$ cat src/usis_pkg.sv
// Notes on behaviour
// writing one to an irq_disable bit clears that mask bit; zero leaves it.
// ten sources share bit positions 0..9 in disable, mask and status.
// irq_mask is read-only, resets to zero; one means source enabled.
// rx_char_ready sets on a new character, clears on holding read or rx disable.
// tx_holding_free is zero while holding register full or break start pending.
// tx_holding_free and tx_fully_drained are zero at reset/disabled; tx enable sets them.
// rx_break_seen sets on break or end of break, holds until status clear.
// rx_dma_done follows the receive data-controller end-of-transfer signal.
// tx_dma_done follows the transmit data-controller end-of-transfer signal.
// rx_overrun_err sets when a character lands while rx_char_ready is set.
// framing error sets on a low stop bit, holds until status clear.
// parity_err sets on bad parity or high parity bit in multi-drop mode.
// time-out sets when counter expires after arming; zero while value is zero.
// tx_fully_drained is one only with holding and shift empty and no break.
// status clear resets parity, framing, overrun and break flags.
// writing one to an irq_enable bit sets that mask bit; zero leaves it.
// arming the idle timer waits for a fresh character before counting.
// interrupt output is high while any flag and its mask bit are both one.
// reading mask or status has no side effect on flags or mask.
package usis_pkg;
    localparam int          ADDR_W        = 6;
    localparam int          NUM_SRC       = 10;
    // register byte offsets
    localparam logic [5:0]  OFS_COMMAND   = 6'h00;
    localparam logic [5:0]  OFS_IRQ_EN    = 6'h08;
    localparam logic [5:0]  OFS_IRQ_DIS   = 6'h0c;
    localparam logic [5:0]  OFS_IRQ_MASK  = 6'h10;
    localparam logic [5:0]  OFS_STATUS    = 6'h14;
    localparam logic [5:0]  OFS_TIMEOUT   = 6'h24;
    // status / mask bit positions
    localparam int          BIT_RX_RDY    = 0;
    localparam int          BIT_TX_FREE   = 1;
    localparam int          BIT_BREAK     = 2;
    localparam int          BIT_RX_DMA    = 3;
    localparam int          BIT_TX_DMA    = 4;
    localparam int          BIT_OVERRUN   = 5;
    localparam int          BIT_FRAME     = 6;
    localparam int          BIT_PARITY    = 7;
    localparam int          BIT_TIMEOUT   = 8;
    localparam int          BIT_TX_EMPTY  = 9;
    // command register bit positions
    localparam int          CMD_RX_EN     = 4;
    localparam int          CMD_RX_DIS    = 5;
    localparam int          CMD_TX_EN     = 6;
    localparam int          CMD_TX_DIS    = 7;
    localparam int          CMD_STAT_CLR  = 8;
    localparam int          CMD_BRK_START = 9;
    localparam int          CMD_ARM_IDLE  = 11;
    // reset values and time-out scaling
    localparam logic [9:0]  MASK_RST      = 10'h000;
    localparam logic [7:0]  TO_VAL_RST    = 8'h00;
    localparam int          TO_BITS_PER   = 4;
    localparam int          TO_CNT_W      = 10;

    typedef enum logic [1:0] {
        USIS_TO_IDLE  = 2'b00,
        USIS_TO_WAIT  = 2'b01,
        USIS_TO_COUNT = 2'b11
    } usis_to_state_t;
endpackage
$ cat src/usis_irq_status.sv
// Implementation choice: the Avalon-MM register port.
`timescale 1ns/100ps
`default_nettype none
module usis_irq_status (
    input  wire logic        i_ref_clk,
    input  wire logic        i_rst_b,
    input  wire logic [5:0]  i_avs_address,
    input  wire logic        i_avs_read,
    input  wire logic        i_avs_write,
    input  wire logic [31:0] i_avs_writedata,
    input  wire logic [3:0]  i_avs_byteenable,
    output logic [31:0]      o_avs_readdata,
    output logic             o_avs_waitrequest,
    input  wire logic        i_rx_char_done,
    input  wire logic        i_rx_holding_read,
    input  wire logic        i_rx_break_evt,
    input  wire logic        i_rx_stop_low,
    input  wire logic        i_rx_parity_bad,
    input  wire logic        i_rx_parity_high,
    input  wire logic        i_multidrop,
    input  wire logic        i_rx_dma_done,
    input  wire logic        i_tx_dma_done,
    input  wire logic        i_tx_holding_full,
    input  wire logic        i_tx_shift_busy,
    input  wire logic        i_tx_break_active,
    input  wire logic        i_bit_tick,
    output logic             o_rx_enabled,
    output logic             o_tx_enabled,
    output logic             o_break_req,
    output logic             o_irq
);

    ////////////////////////////////////////////////////////////////////////////////
    // state

    typedef struct packed {
        logic [9:0]              mask;
        logic                    rx_rdy;
        logic                    brk;
        logic                    ovr;
        logic                    frm;
        logic                    par;
        logic                    tmo;
        logic                    rx_en;
        logic                    tx_en;
        logic                    brk_pend;
        logic [7:0]              to_val;
        logic [9:0]              to_cnt;
        usis_pkg::usis_to_state_t to_st;
        logic                    ack;
        logic                    irq;
        logic [31:0]             rdata;
    } usis_state_t;

    usis_state_t st_r;
    usis_state_t st_nxt;

    logic        req;
    logic        wr_go;
    logic [31:0] be_mask;
    logic [31:0] wdata;
    logic [9:0]  csr;
    logic        cmd_wr;
    logic        stat_clr;
    logic        arm;

    // counter width, declared ahead of the load casts that use it
    localparam int TO_CNT_W = usis_pkg::TO_CNT_W;

    ////////////////////////////////////////////////////////////////////////////////
    // bus decode

    // byte lanes gate write data per lane
    genvar gi;
    generate
        for (gi = 0; gi < 4; gi++) begin : g_lane
            assign be_mask[gi*8 +: 8] = {8{i_avs_byteenable[gi]}};
        end
    endgenerate

    // every access answers on the second edge; waitrequest drops once ack is up
    assign req               = i_avs_read | i_avs_write;
    assign o_avs_waitrequest = req & ~st_r.ack;
    assign wr_go             = i_avs_write & st_r.ack;
    assign wdata             = i_avs_writedata & be_mask;
    assign cmd_wr            = wr_go & (i_avs_address == usis_pkg::OFS_COMMAND);
    assign stat_clr          = cmd_wr & wdata[usis_pkg::CMD_STAT_CLR];
    // writing the time-out value arms the timer as well
    assign arm = (cmd_wr & wdata[usis_pkg::CMD_ARM_IDLE])
               | (wr_go & (i_avs_address == usis_pkg::OFS_TIMEOUT));

    ////////////////////////////////////////////////////////////////////////////////
    // live status word, same layout as mask

    always_comb begin
        csr                          = '0;
        csr[usis_pkg::BIT_RX_RDY]    = st_r.rx_rdy;
        csr[usis_pkg::BIT_TX_FREE]   = st_r.tx_en & ~i_tx_holding_full
                                     & ~st_r.brk_pend;
        csr[usis_pkg::BIT_BREAK]     = st_r.brk;
        csr[usis_pkg::BIT_RX_DMA]    = i_rx_dma_done;
        csr[usis_pkg::BIT_TX_DMA]    = i_tx_dma_done;
        csr[usis_pkg::BIT_OVERRUN]   = st_r.ovr;
        csr[usis_pkg::BIT_FRAME]     = st_r.frm;
        csr[usis_pkg::BIT_PARITY]    = st_r.par;
        csr[usis_pkg::BIT_TIMEOUT]   = st_r.tmo;
        csr[usis_pkg::BIT_TX_EMPTY]  = st_r.tx_en & ~i_tx_holding_full
                                     & ~i_tx_shift_busy & ~i_tx_break_active;
    end

    ////////////////////////////////////////////////////////////////////////////////
    // next state

    always_comb begin
        st_nxt     = st_r;
        st_nxt.ack = req & ~st_r.ack;

        // mask: enable sets, disable clears, one-bits only
        if (wr_go && i_avs_address == usis_pkg::OFS_IRQ_EN) begin
            st_nxt.mask = st_r.mask | wdata[9:0];
        end
        if (wr_go && i_avs_address == usis_pkg::OFS_IRQ_DIS) begin
            st_nxt.mask = st_r.mask & ~wdata[9:0];
        end
        if (wr_go && i_avs_address == usis_pkg::OFS_TIMEOUT) begin
            st_nxt.to_val = wdata[7:0];
        end

        // enables; disable wins if both bits written together
        if (cmd_wr && wdata[usis_pkg::CMD_RX_EN]) begin
            st_nxt.rx_en = 1'b1;
        end
        if (cmd_wr && wdata[usis_pkg::CMD_RX_DIS]) begin
            st_nxt.rx_en = 1'b0;
        end
        if (cmd_wr && wdata[usis_pkg::CMD_TX_EN]) begin
            st_nxt.tx_en = 1'b1;
        end
        if (cmd_wr && wdata[usis_pkg::CMD_TX_DIS]) begin
            st_nxt.tx_en = 1'b0;
        end

        // break request stays pending until the break actually starts or transmit is disabled
        if (i_tx_break_active || !st_nxt.tx_en) begin
            st_nxt.brk_pend = 1'b0;
        end else if (cmd_wr && wdata[usis_pkg::CMD_BRK_START]) begin
            st_nxt.brk_pend = 1'b1;
        end

        // receive ready: holding read or disable clears, new character sets
        if (i_rx_holding_read || !st_nxt.rx_en) begin
            st_nxt.rx_rdy = 1'b0;
        end
        if (i_rx_char_done && st_nxt.rx_en) begin
            st_nxt.rx_rdy = 1'b1;
        end

        // sticky errors: clear first so a same-cycle event wins
        if (stat_clr) begin
            st_nxt.brk = 1'b0;
            st_nxt.ovr = 1'b0;
            st_nxt.frm = 1'b0;
            st_nxt.par = 1'b0;
        end
        if (i_rx_break_evt) begin
            st_nxt.brk = 1'b1;
        end
        if (i_rx_char_done && st_r.rx_rdy) begin
            st_nxt.ovr = 1'b1;
        end
        if (i_rx_stop_low) begin
            st_nxt.frm = 1'b1;
        end
        if (i_rx_parity_bad || (i_multidrop && i_rx_parity_high)) begin
            st_nxt.par = 1'b1;
        end

        // idle timer; arming clears the flag and waits for a character
        if (arm) begin
            st_nxt.tmo = 1'b0;
            st_nxt.to_st = usis_pkg::USIS_TO_WAIT;
        end else begin
            case (st_r.to_st)
                usis_pkg::USIS_TO_IDLE: begin
                    st_nxt.to_st = usis_pkg::USIS_TO_IDLE;
                end
                usis_pkg::USIS_TO_WAIT: begin
                    if (i_rx_char_done) begin
                        st_nxt.to_st  = usis_pkg::USIS_TO_COUNT;
                        st_nxt.to_cnt = TO_CNT_W'(st_r.to_val) * 10'(usis_pkg::TO_BITS_PER);
                    end
                end
                usis_pkg::USIS_TO_COUNT: begin
                    if (i_rx_char_done) begin
                        st_nxt.to_cnt = TO_CNT_W'(st_r.to_val) * 10'(usis_pkg::TO_BITS_PER);
                    end else if (i_bit_tick) begin
                        st_nxt.to_cnt = st_r.to_cnt - 10'h001;
                        if (st_r.to_cnt == 10'h001) begin
                            st_nxt.tmo   = 1'b1;
                            st_nxt.to_st = usis_pkg::USIS_TO_IDLE;
                        end
                    end
                end
                default: begin
                    st_nxt.to_st = usis_pkg::USIS_TO_IDLE;
                end
            endcase
        end
        // a zero value disables the function entirely
        if (st_nxt.to_val == usis_pkg::TO_VAL_RST) begin
            st_nxt.to_st = usis_pkg::USIS_TO_IDLE;
            st_nxt.tmo   = 1'b0;
        end

        // read data latched when the request is taken; plain reads change nothing
        st_nxt.rdata = '0;
        if (i_avs_read && !st_r.ack) begin
            case (i_avs_address)
                usis_pkg::OFS_IRQ_MASK: st_nxt.rdata = {22'h0, st_r.mask};
                usis_pkg::OFS_STATUS:   st_nxt.rdata = {22'h0, csr};
                usis_pkg::OFS_TIMEOUT:  st_nxt.rdata = {24'h0, st_r.to_val};
                default:                st_nxt.rdata = 32'h0;
            endcase
        end

        // registered interrupt avoids glitches from the live sources
        st_nxt.irq = |(csr & st_r.mask);
    end

    ////////////////////////////////////////////////////////////////////////////////
    // registers

    always_ff @(posedge i_ref_clk or negedge i_rst_b) begin
        if (!i_rst_b) begin
            st_r        <= '0;
            st_r.mask   <= usis_pkg::MASK_RST;
            st_r.to_val <= usis_pkg::TO_VAL_RST;
            st_r.to_st  <= usis_pkg::USIS_TO_IDLE;
        end else begin
            st_r <= st_nxt;
        end
    end

    assign o_avs_readdata = st_r.rdata;
    assign o_rx_enabled   = st_r.rx_en;
    assign o_tx_enabled   = st_r.tx_en;
    assign o_break_req    = st_r.brk_pend;
    assign o_irq          = st_r.irq;
endmodule
`default_nettype wire

$ cat config.mk
export PLATFORM = sky130hd
export DESIGN_NAME = usis_irq_status
export DESIGN_NICKNAME = d
export VERILOG_FILES = /design/src/usis_pkg.sv /design/src/usis_irq_status.sv
export SDC_FILE = /design/constraint.sdc
export NUM_CORES = 1
export LEC_CHECK = 0
export BUFFER_PORTS_ARGS = -buffer_cell sky130_fd_sc_hd__buf_2
export CAP_MARGIN = 20
export CORE_ASPECT_RATIO = 1.75
export CORE_MARGIN = 2
export CORE_UTILIZATION = 30
export CTS_BUF_LIST = sky130_fd_sc_hd__clkbuf_8 sky130_fd_sc_hd__clkbuf_16
export DETAILED_ROUTE_END_ITERATION = 16
export SLEW_MARGIN = 15
export SYNTH_ARGS = -nofsm -noshare
export SYNTH_HDL_FRONTEND = slang
export SYNTH_SLANG_ARGS = --single-unit
$ cat constraint.sdc
create_clock -name i_ref_clk -period 4.9 [get_ports i_ref_clk]
set_input_delay 0.98 -clock i_ref_clk [delete_from_list [all_inputs] [get_ports i_ref_clk]]
set_output_delay 0.98 -clock i_ref_clk [all_outputs]
set_load 0.01 [all_outputs]
==> flow_summary.json, run 1 <==
{
  "status": "finished, final reports clean",
  "hpwl_mm": 5.55,
  "routed_via_density": 5.14,
  "worst_r2r_startpoint": "st_r[36]",
  "die_h_um": 133,
  "finalWeightedCongestion": 0.834,
  "hold_start": "st_r[33]",
  "min_period_ps": 2600,
  "cp_max_fo": 17,
  "cts_max_level": 2,
  "cts_resized": 0,
  "fillers": 976,
  "critPathBufInv": 1,
  "yosysSeqAreaShare": 0.449,
  "synth_top_area_share": 0.449,
  "cp-startpoint": "i_avs_address[1]",
  "p_leak_uw": 0.00142,
  "syn2layout_area_growth_pct": 12.4,
  "maxSlewViolCount": 0,
  "clock_sinks": 51,
  "antenna_found_initial": 0,
  "nets": 389,
  "synth.area.top_cells": "dfrtp_1 (45%), buf_4 (8.5%), nand2_1 (4.0%)",
  "start_util": 0.304,
  "vias": 2316,
  "setup_slack_ps": 2300,
  "cp.required_ps": 5090,
  "arrival_ps": 2790,
  "cts_setup_buffers": 0,
  "max_stage_delay_ps": 620,
  "hold_buffers": 0,
  "finClkSkew_ps": 7.19,
  "rsz0062_at_grt": "false",
  "final-setup-viol-count": 0,
  "ys_seq_elements": 51,
  "post_dp_cell_area_sq_um": 3040,
  "yosysMostFrequentCell": "dfrtp_1",
  "slew_headroom": 0.554,
  "core-area_sq_um": 9350,
  "grt_pass1_vias": 2188,
  "track_usage": 0.143,
  "io_pins": 96,
  "antenna_cells": 0,
  "syn_area_sq_um": 2840,
  "yosysWarnings": 0,
  "vdd_drop_max_uv": 248,
  "cpMaxStageDelayCell": "or3_1",
  "worstSetupEndpointType": "flop",
  "fin_crit_sh": 0.531,
  "drt_wl_total_mm": 7.13,
  "post-place-ws_ps": 1960,
  "dieArea_sq_um": 10300,
  "critPathMostFrequentCell": "or3_1",
  "synth_commonest_cells": "dfrtp_1 (51), buf_4 (32), nand2_1 (30)",
  "holdCritPathClass": "flop to flop",
  "synthFlopType": "dfrtp_1",
  "maxCapViolations": 0,
  "firstDrtPassIters": 5,
  "final_area_sq_um": 3190,
  "ys_types": 51,
  "avgSynthCellArea_sq_um": 9.80,
  "worstSetupPathType": "primary input to flop",
  "clk_latency_ps": 290,
  "grt_pass1_wl_mm": 11.5,
  "path_cells": "buf_2 -> or3_1 -> or3_1 -> mux2i_1 -> nor4_1",
  "yosysTopAreaCell": "dfrtp_1",
  "synth_edf_count": 0,
  "cts_tree": "built",
  "register_area_sq_um": 1280,
  "synth_async_sr_flop_share": 1.00,
  "wl_per_cell_um": 15.8,
  "fin_tns_setup_ps": 0,
  "grt_max_degree": 52,
  "multiInputGateArea_sq_um": 1310,
  "tightest_slew_ps": 665,
  "cts_made_buffers": 5,
  "clk_pin_slew_worst_paths_ps": 70,
  "fin_util": 0.342,
  "power.density_nw_per_um2": 287,
  "cts_buffer_depth": 2,
  "hold_viol": 0,
  "start_kind": "primary input",
  "critPathTopFamily": "simple AND/OR/NAND/NOR gates",
  "grt_overflow": 0,
  "drc": 0,
  "synth_cells": 290,
  "drive_gt1_frac": 0.237,
  "portBuffers": 50,
  "fmax_ghz": 0.385,
  "cts_root_buf": "clkbuf_16",
  "drt-initial-drc-count": 105,
  "fp-row-count": 47,
  "postRouteAntennaNets": 0,
  "die_x_um": 77.6
}
-- cell type report --
cell class	count	area share
inverter	7	0.00823
multi-input combinational	210	0.410
timing repair buffer	53	0.0854
clock inverter	2	0.00509
sequential	51	0.400
tap	122	0.0478
clock buffer	6	0.0435
-- metal layers --
metal	wire length, um	GRT usage	vias up	part of all wire
li1	-	-	1101	-
met1	2780	0.165	1107	0.39
met2	3790	0.254	89	0.53
met3	289	0.0218	19	0.041
met4	270	0.0714	0	0.038
met5	0	0	-	0
-- cells by family (layout without fill, tap and decap cells) --
kind of cell    after synthesis  count (layout)  share of synthesized area
compound gates               81              81                      0.208
fa+ha+maj                     2               2                    0.00881
buf+inv                      50              68                      0.117
flops                        51              51                      0.449
mux                           8               8                     0.0308
other cells                   1              22                    0.00132
simple gates                 97              97                      0.185
-- metrics by stage --
step                std cells  power (uW)  hold WS, ps
floorplan                 311         526          473
global placement          443         561          492
detailed placement        443         563          497
CTS                       451         925          504
global route              451         961          528
finish                    451         917          504
-- power by group --
part	switching [uW]	leakage [uW]	internal, uW
clock network	158	0.0000731	204
registers	18.2	0.000673	439
logic	59.9	0.000674	37.6
-- cells in the final DEF (no fill, tap or decap), types with 2 or more instances in the layout --
cell,instances
nor4_1,8
a21oi_1,19
a21o_1,4
dfrtp_1,51
mux2i_1,2
ha_1,2
or3_1,3
buf_4,3
o32ai_1,2
nand3_1,4
nand2b_1,3
o22ai_1,3
nor2_1,22
a211oi_1,8
nor3_2,2
and2_1,2
a222oi_1,7
buf_2,50
nand4_1,3
conb_1,22
nor3_1,6
inv_1,7
mux2_2,6
nand4b_1,2
a22oi_1,8
or4_4,2
a221o_1,2
a41oi_1,5
nand3b_1,2
a2bb2oi_1,4
nand2_1,30
clkbuf_16,5
o21ai_0,11
-- worst register-to-register path, cell delays in order, from the launching register on --
cell and delay [ps]:
dfrtp_1 430, inv_1 120, ha_1 200, nor3b_1 510, and2_1 240, a21oi_1 80, o22a_2 230
-- final timing paths --
path | to | slack (ps) | depth (start not counted)
worst max-delay path | st_r[35] | 2300 | 5
worst min-delay path | st_r[33] | 500 | 1
worst max register to register | st_r[40] | 2980 | 6
worst min register to register | st_r[33] | 500 | 1
max in group asynchronous | st_r[48] | 3680 | 2
min in group asynchronous | st_r[35] | 790 | 2
(Power assumes the default switching activity.)
==> inputs of run 2 (changes only) <==
Clock period 4.9 ns to 2.2 ns, I/O delays scaled along.
==> run 2 against run 1 <==
Against the previous run:
- power up 140%
- global-route usage up 0.63 points
- combinational power up 130%
- sequential power up 120%
- design area up 4.8%
- critical path depth down 1
- register-to-register slack worse by 2600 ps
- worst hold slack worse by 340 ps
- clock power rose to 2.5 times the previous value
- critical endpoint is now st_r[45]
==> flow_summary.json, run 2 (synthesis results as in run 1) <==
{
  "status": "finished, final reports clean",
  "slew_headroom": 0.563,
  "rsz0062_at_grt": "false",
  "drc": 0,
  "holdCritPathClass": "primary input to asynchronous set/reset pin",
  "power.density_nw_per_um2": 645,
  "syn2layout_area_growth_pct": 17.8,
  "cts_resized": 0,
  "wl_per_cell_um": 16.0,
  "grt_pass1_vias": 2315,
  "holdWs_ps": 167,
  "fmax_ghz": 0.539,
  "io_pins": 96,
  "maxSlewViolCount": 0,
  "setup_slack_ps": 345,
  "path_cells": "or4_4 -> or3_4 -> a221oi_2 -> a2bb2oi_2",
  "postRouteAntennaNets": 0,
  "max_stage_delay_ps": 580,
  "cts_buffer_depth": 2,
  "cts_max_level": 2,
  "worstSetupEndpointType": "flop",
  "portBuffers": 50,
  "place_inst": 461,
  "start_kind": "flop",
  "cts_setup_buffers": 0,
  "clock_sinks": 51,
  "core-area_sq_um": 9350,
  "maxCapViolations": 0,
  "fin_tns_setup_ps": 0,
  "arrival_ps": 2090,
  "min_period_ps": 1850,
  "layout.cells.non_filler": 469,
  "drt-initial-drc-count": 190,
  "grt_max_degree": 30,
  "mostFrequentLayoutCells": "dfrtp_1 (51), buf_2 (50), nand2_1 (30), nor2_1 (22), conb_1 (22)",
  "dieArea_sq_um": 10300,
  "worstSetupPathType": "flop to flop",
  "clk_latency_ps": 300,
  "cpMaxStageDelayCell": "or4_4",
  "grt_overflow": 0,
  "rrSetupSlack_ps": 350,
  "vias": 2432,
  "fin_crit_sh": 0.843,
  "hpwl_mm": 5.97,
  "antenna_cells": 0,
  "cp.required_ps": 2430,
  "cp_max_fo": 7,
  "cts_tree": "built",
  "p_leak_uw": 0.00152,
  "hold_buffers": 0,
  "critPathBufInv": 0,
  "drive_gt1_frac": 0.277,
  "track_usage": 0.149,
  "nets": 407,
  "tightest_slew_ps": 656,
  "post-place-ws_ps": 81.8,
  "hold_viol": 0,
  "firstDrtPassIters": 5,
  "fp-row-count": 47,
  "vdd_drop_max_uv": 486,
  "finClkSkew_ps": 5.24,
  "die_x_um": 77.6,
  "die_h_um": 133,
  "drt_wl_total_mm": 7.50,
  "routed_via_density": 5.19,
  "start_util": 0.304,
  "cts_made_buffers": 5,
  "cts_root_buf": "clkbuf_16",
  "clk_pin_slew_worst_paths_ps": 70,
  "final-setup-viol-count": 0,
  "critPathTopFamily": "simple AND/OR/NAND/NOR gates",
  "grt_pass1_wl_mm": 11.9,
  "layout_commonest_cell": "dfrtp_1",
  "finalWeightedCongestion": 0.850,
  "antenna_found_initial": 0
}
-- run 2: layer usage --
metal / GRT usage / vias to the layer above / share of wire
li1: - / 1143 / -
met1: 0.160 / 1153 / 0.35
met2: 0.262 / 112 / 0.53
met3: 0.0259 / 24 / 0.057
met4: 0.103 / 0 / 0.060
met5: 0 / - / 0
-- run 2: stage by stage --
step / total power (uW) / instance area (sq um) / utilization
2_1_floorplan: 1170 / 2920 / -
3_3_place_gp: 1260 / 3170 / 0.339
3_5_place_dp: 1260 / 3170 / 0.339
4_1_cts: 2170 / 3350 / 0.358
5_1_grt: 2240 / 3350 / 0.358
6_report: 2160 / 3350 / 0.358
-- run 2: worst paths after layout --
check	startpoint	to	depth (start not counted)
setup reg to reg	st_r[38]	st_r[45]	4
setup / recovery	st_r[38]	st_r[45]	4
max in group asynchronous	i_rst_b	o_avs_readdata[8]	2
hold / removal	i_rst_b	st_r[40]	1
min in group i_ref_clk	i_tx_break_active	o_break_req	2
hold reg to reg	st_r[33]	st_r[33]	1
-- run 2: cell type report --
| cell class | count | area, sq um |
|---|---|---|
| clock buffer | 5 | 125 |
| clock inverter | 3 | 47.5 |
| fill | 965 | 6000 |
| inverter | 7 | 26.3 |
| multi-input combinational | 210 | 1310 |
| sequential | 51 | 1280 |
| tap | 122 | 153 |
| timing repair buffer | 71 | 408 |
-- run 2: power by group --
group | total (uW) | switching (uW) | leakage (uW) | internal [uW]
clock | 915 | 372 | 0.0000844 | 543
sequential | 1020 | 40.8 | 0.000673 | 977
combinational | 226 | 135 | 0.000763 | 90.9
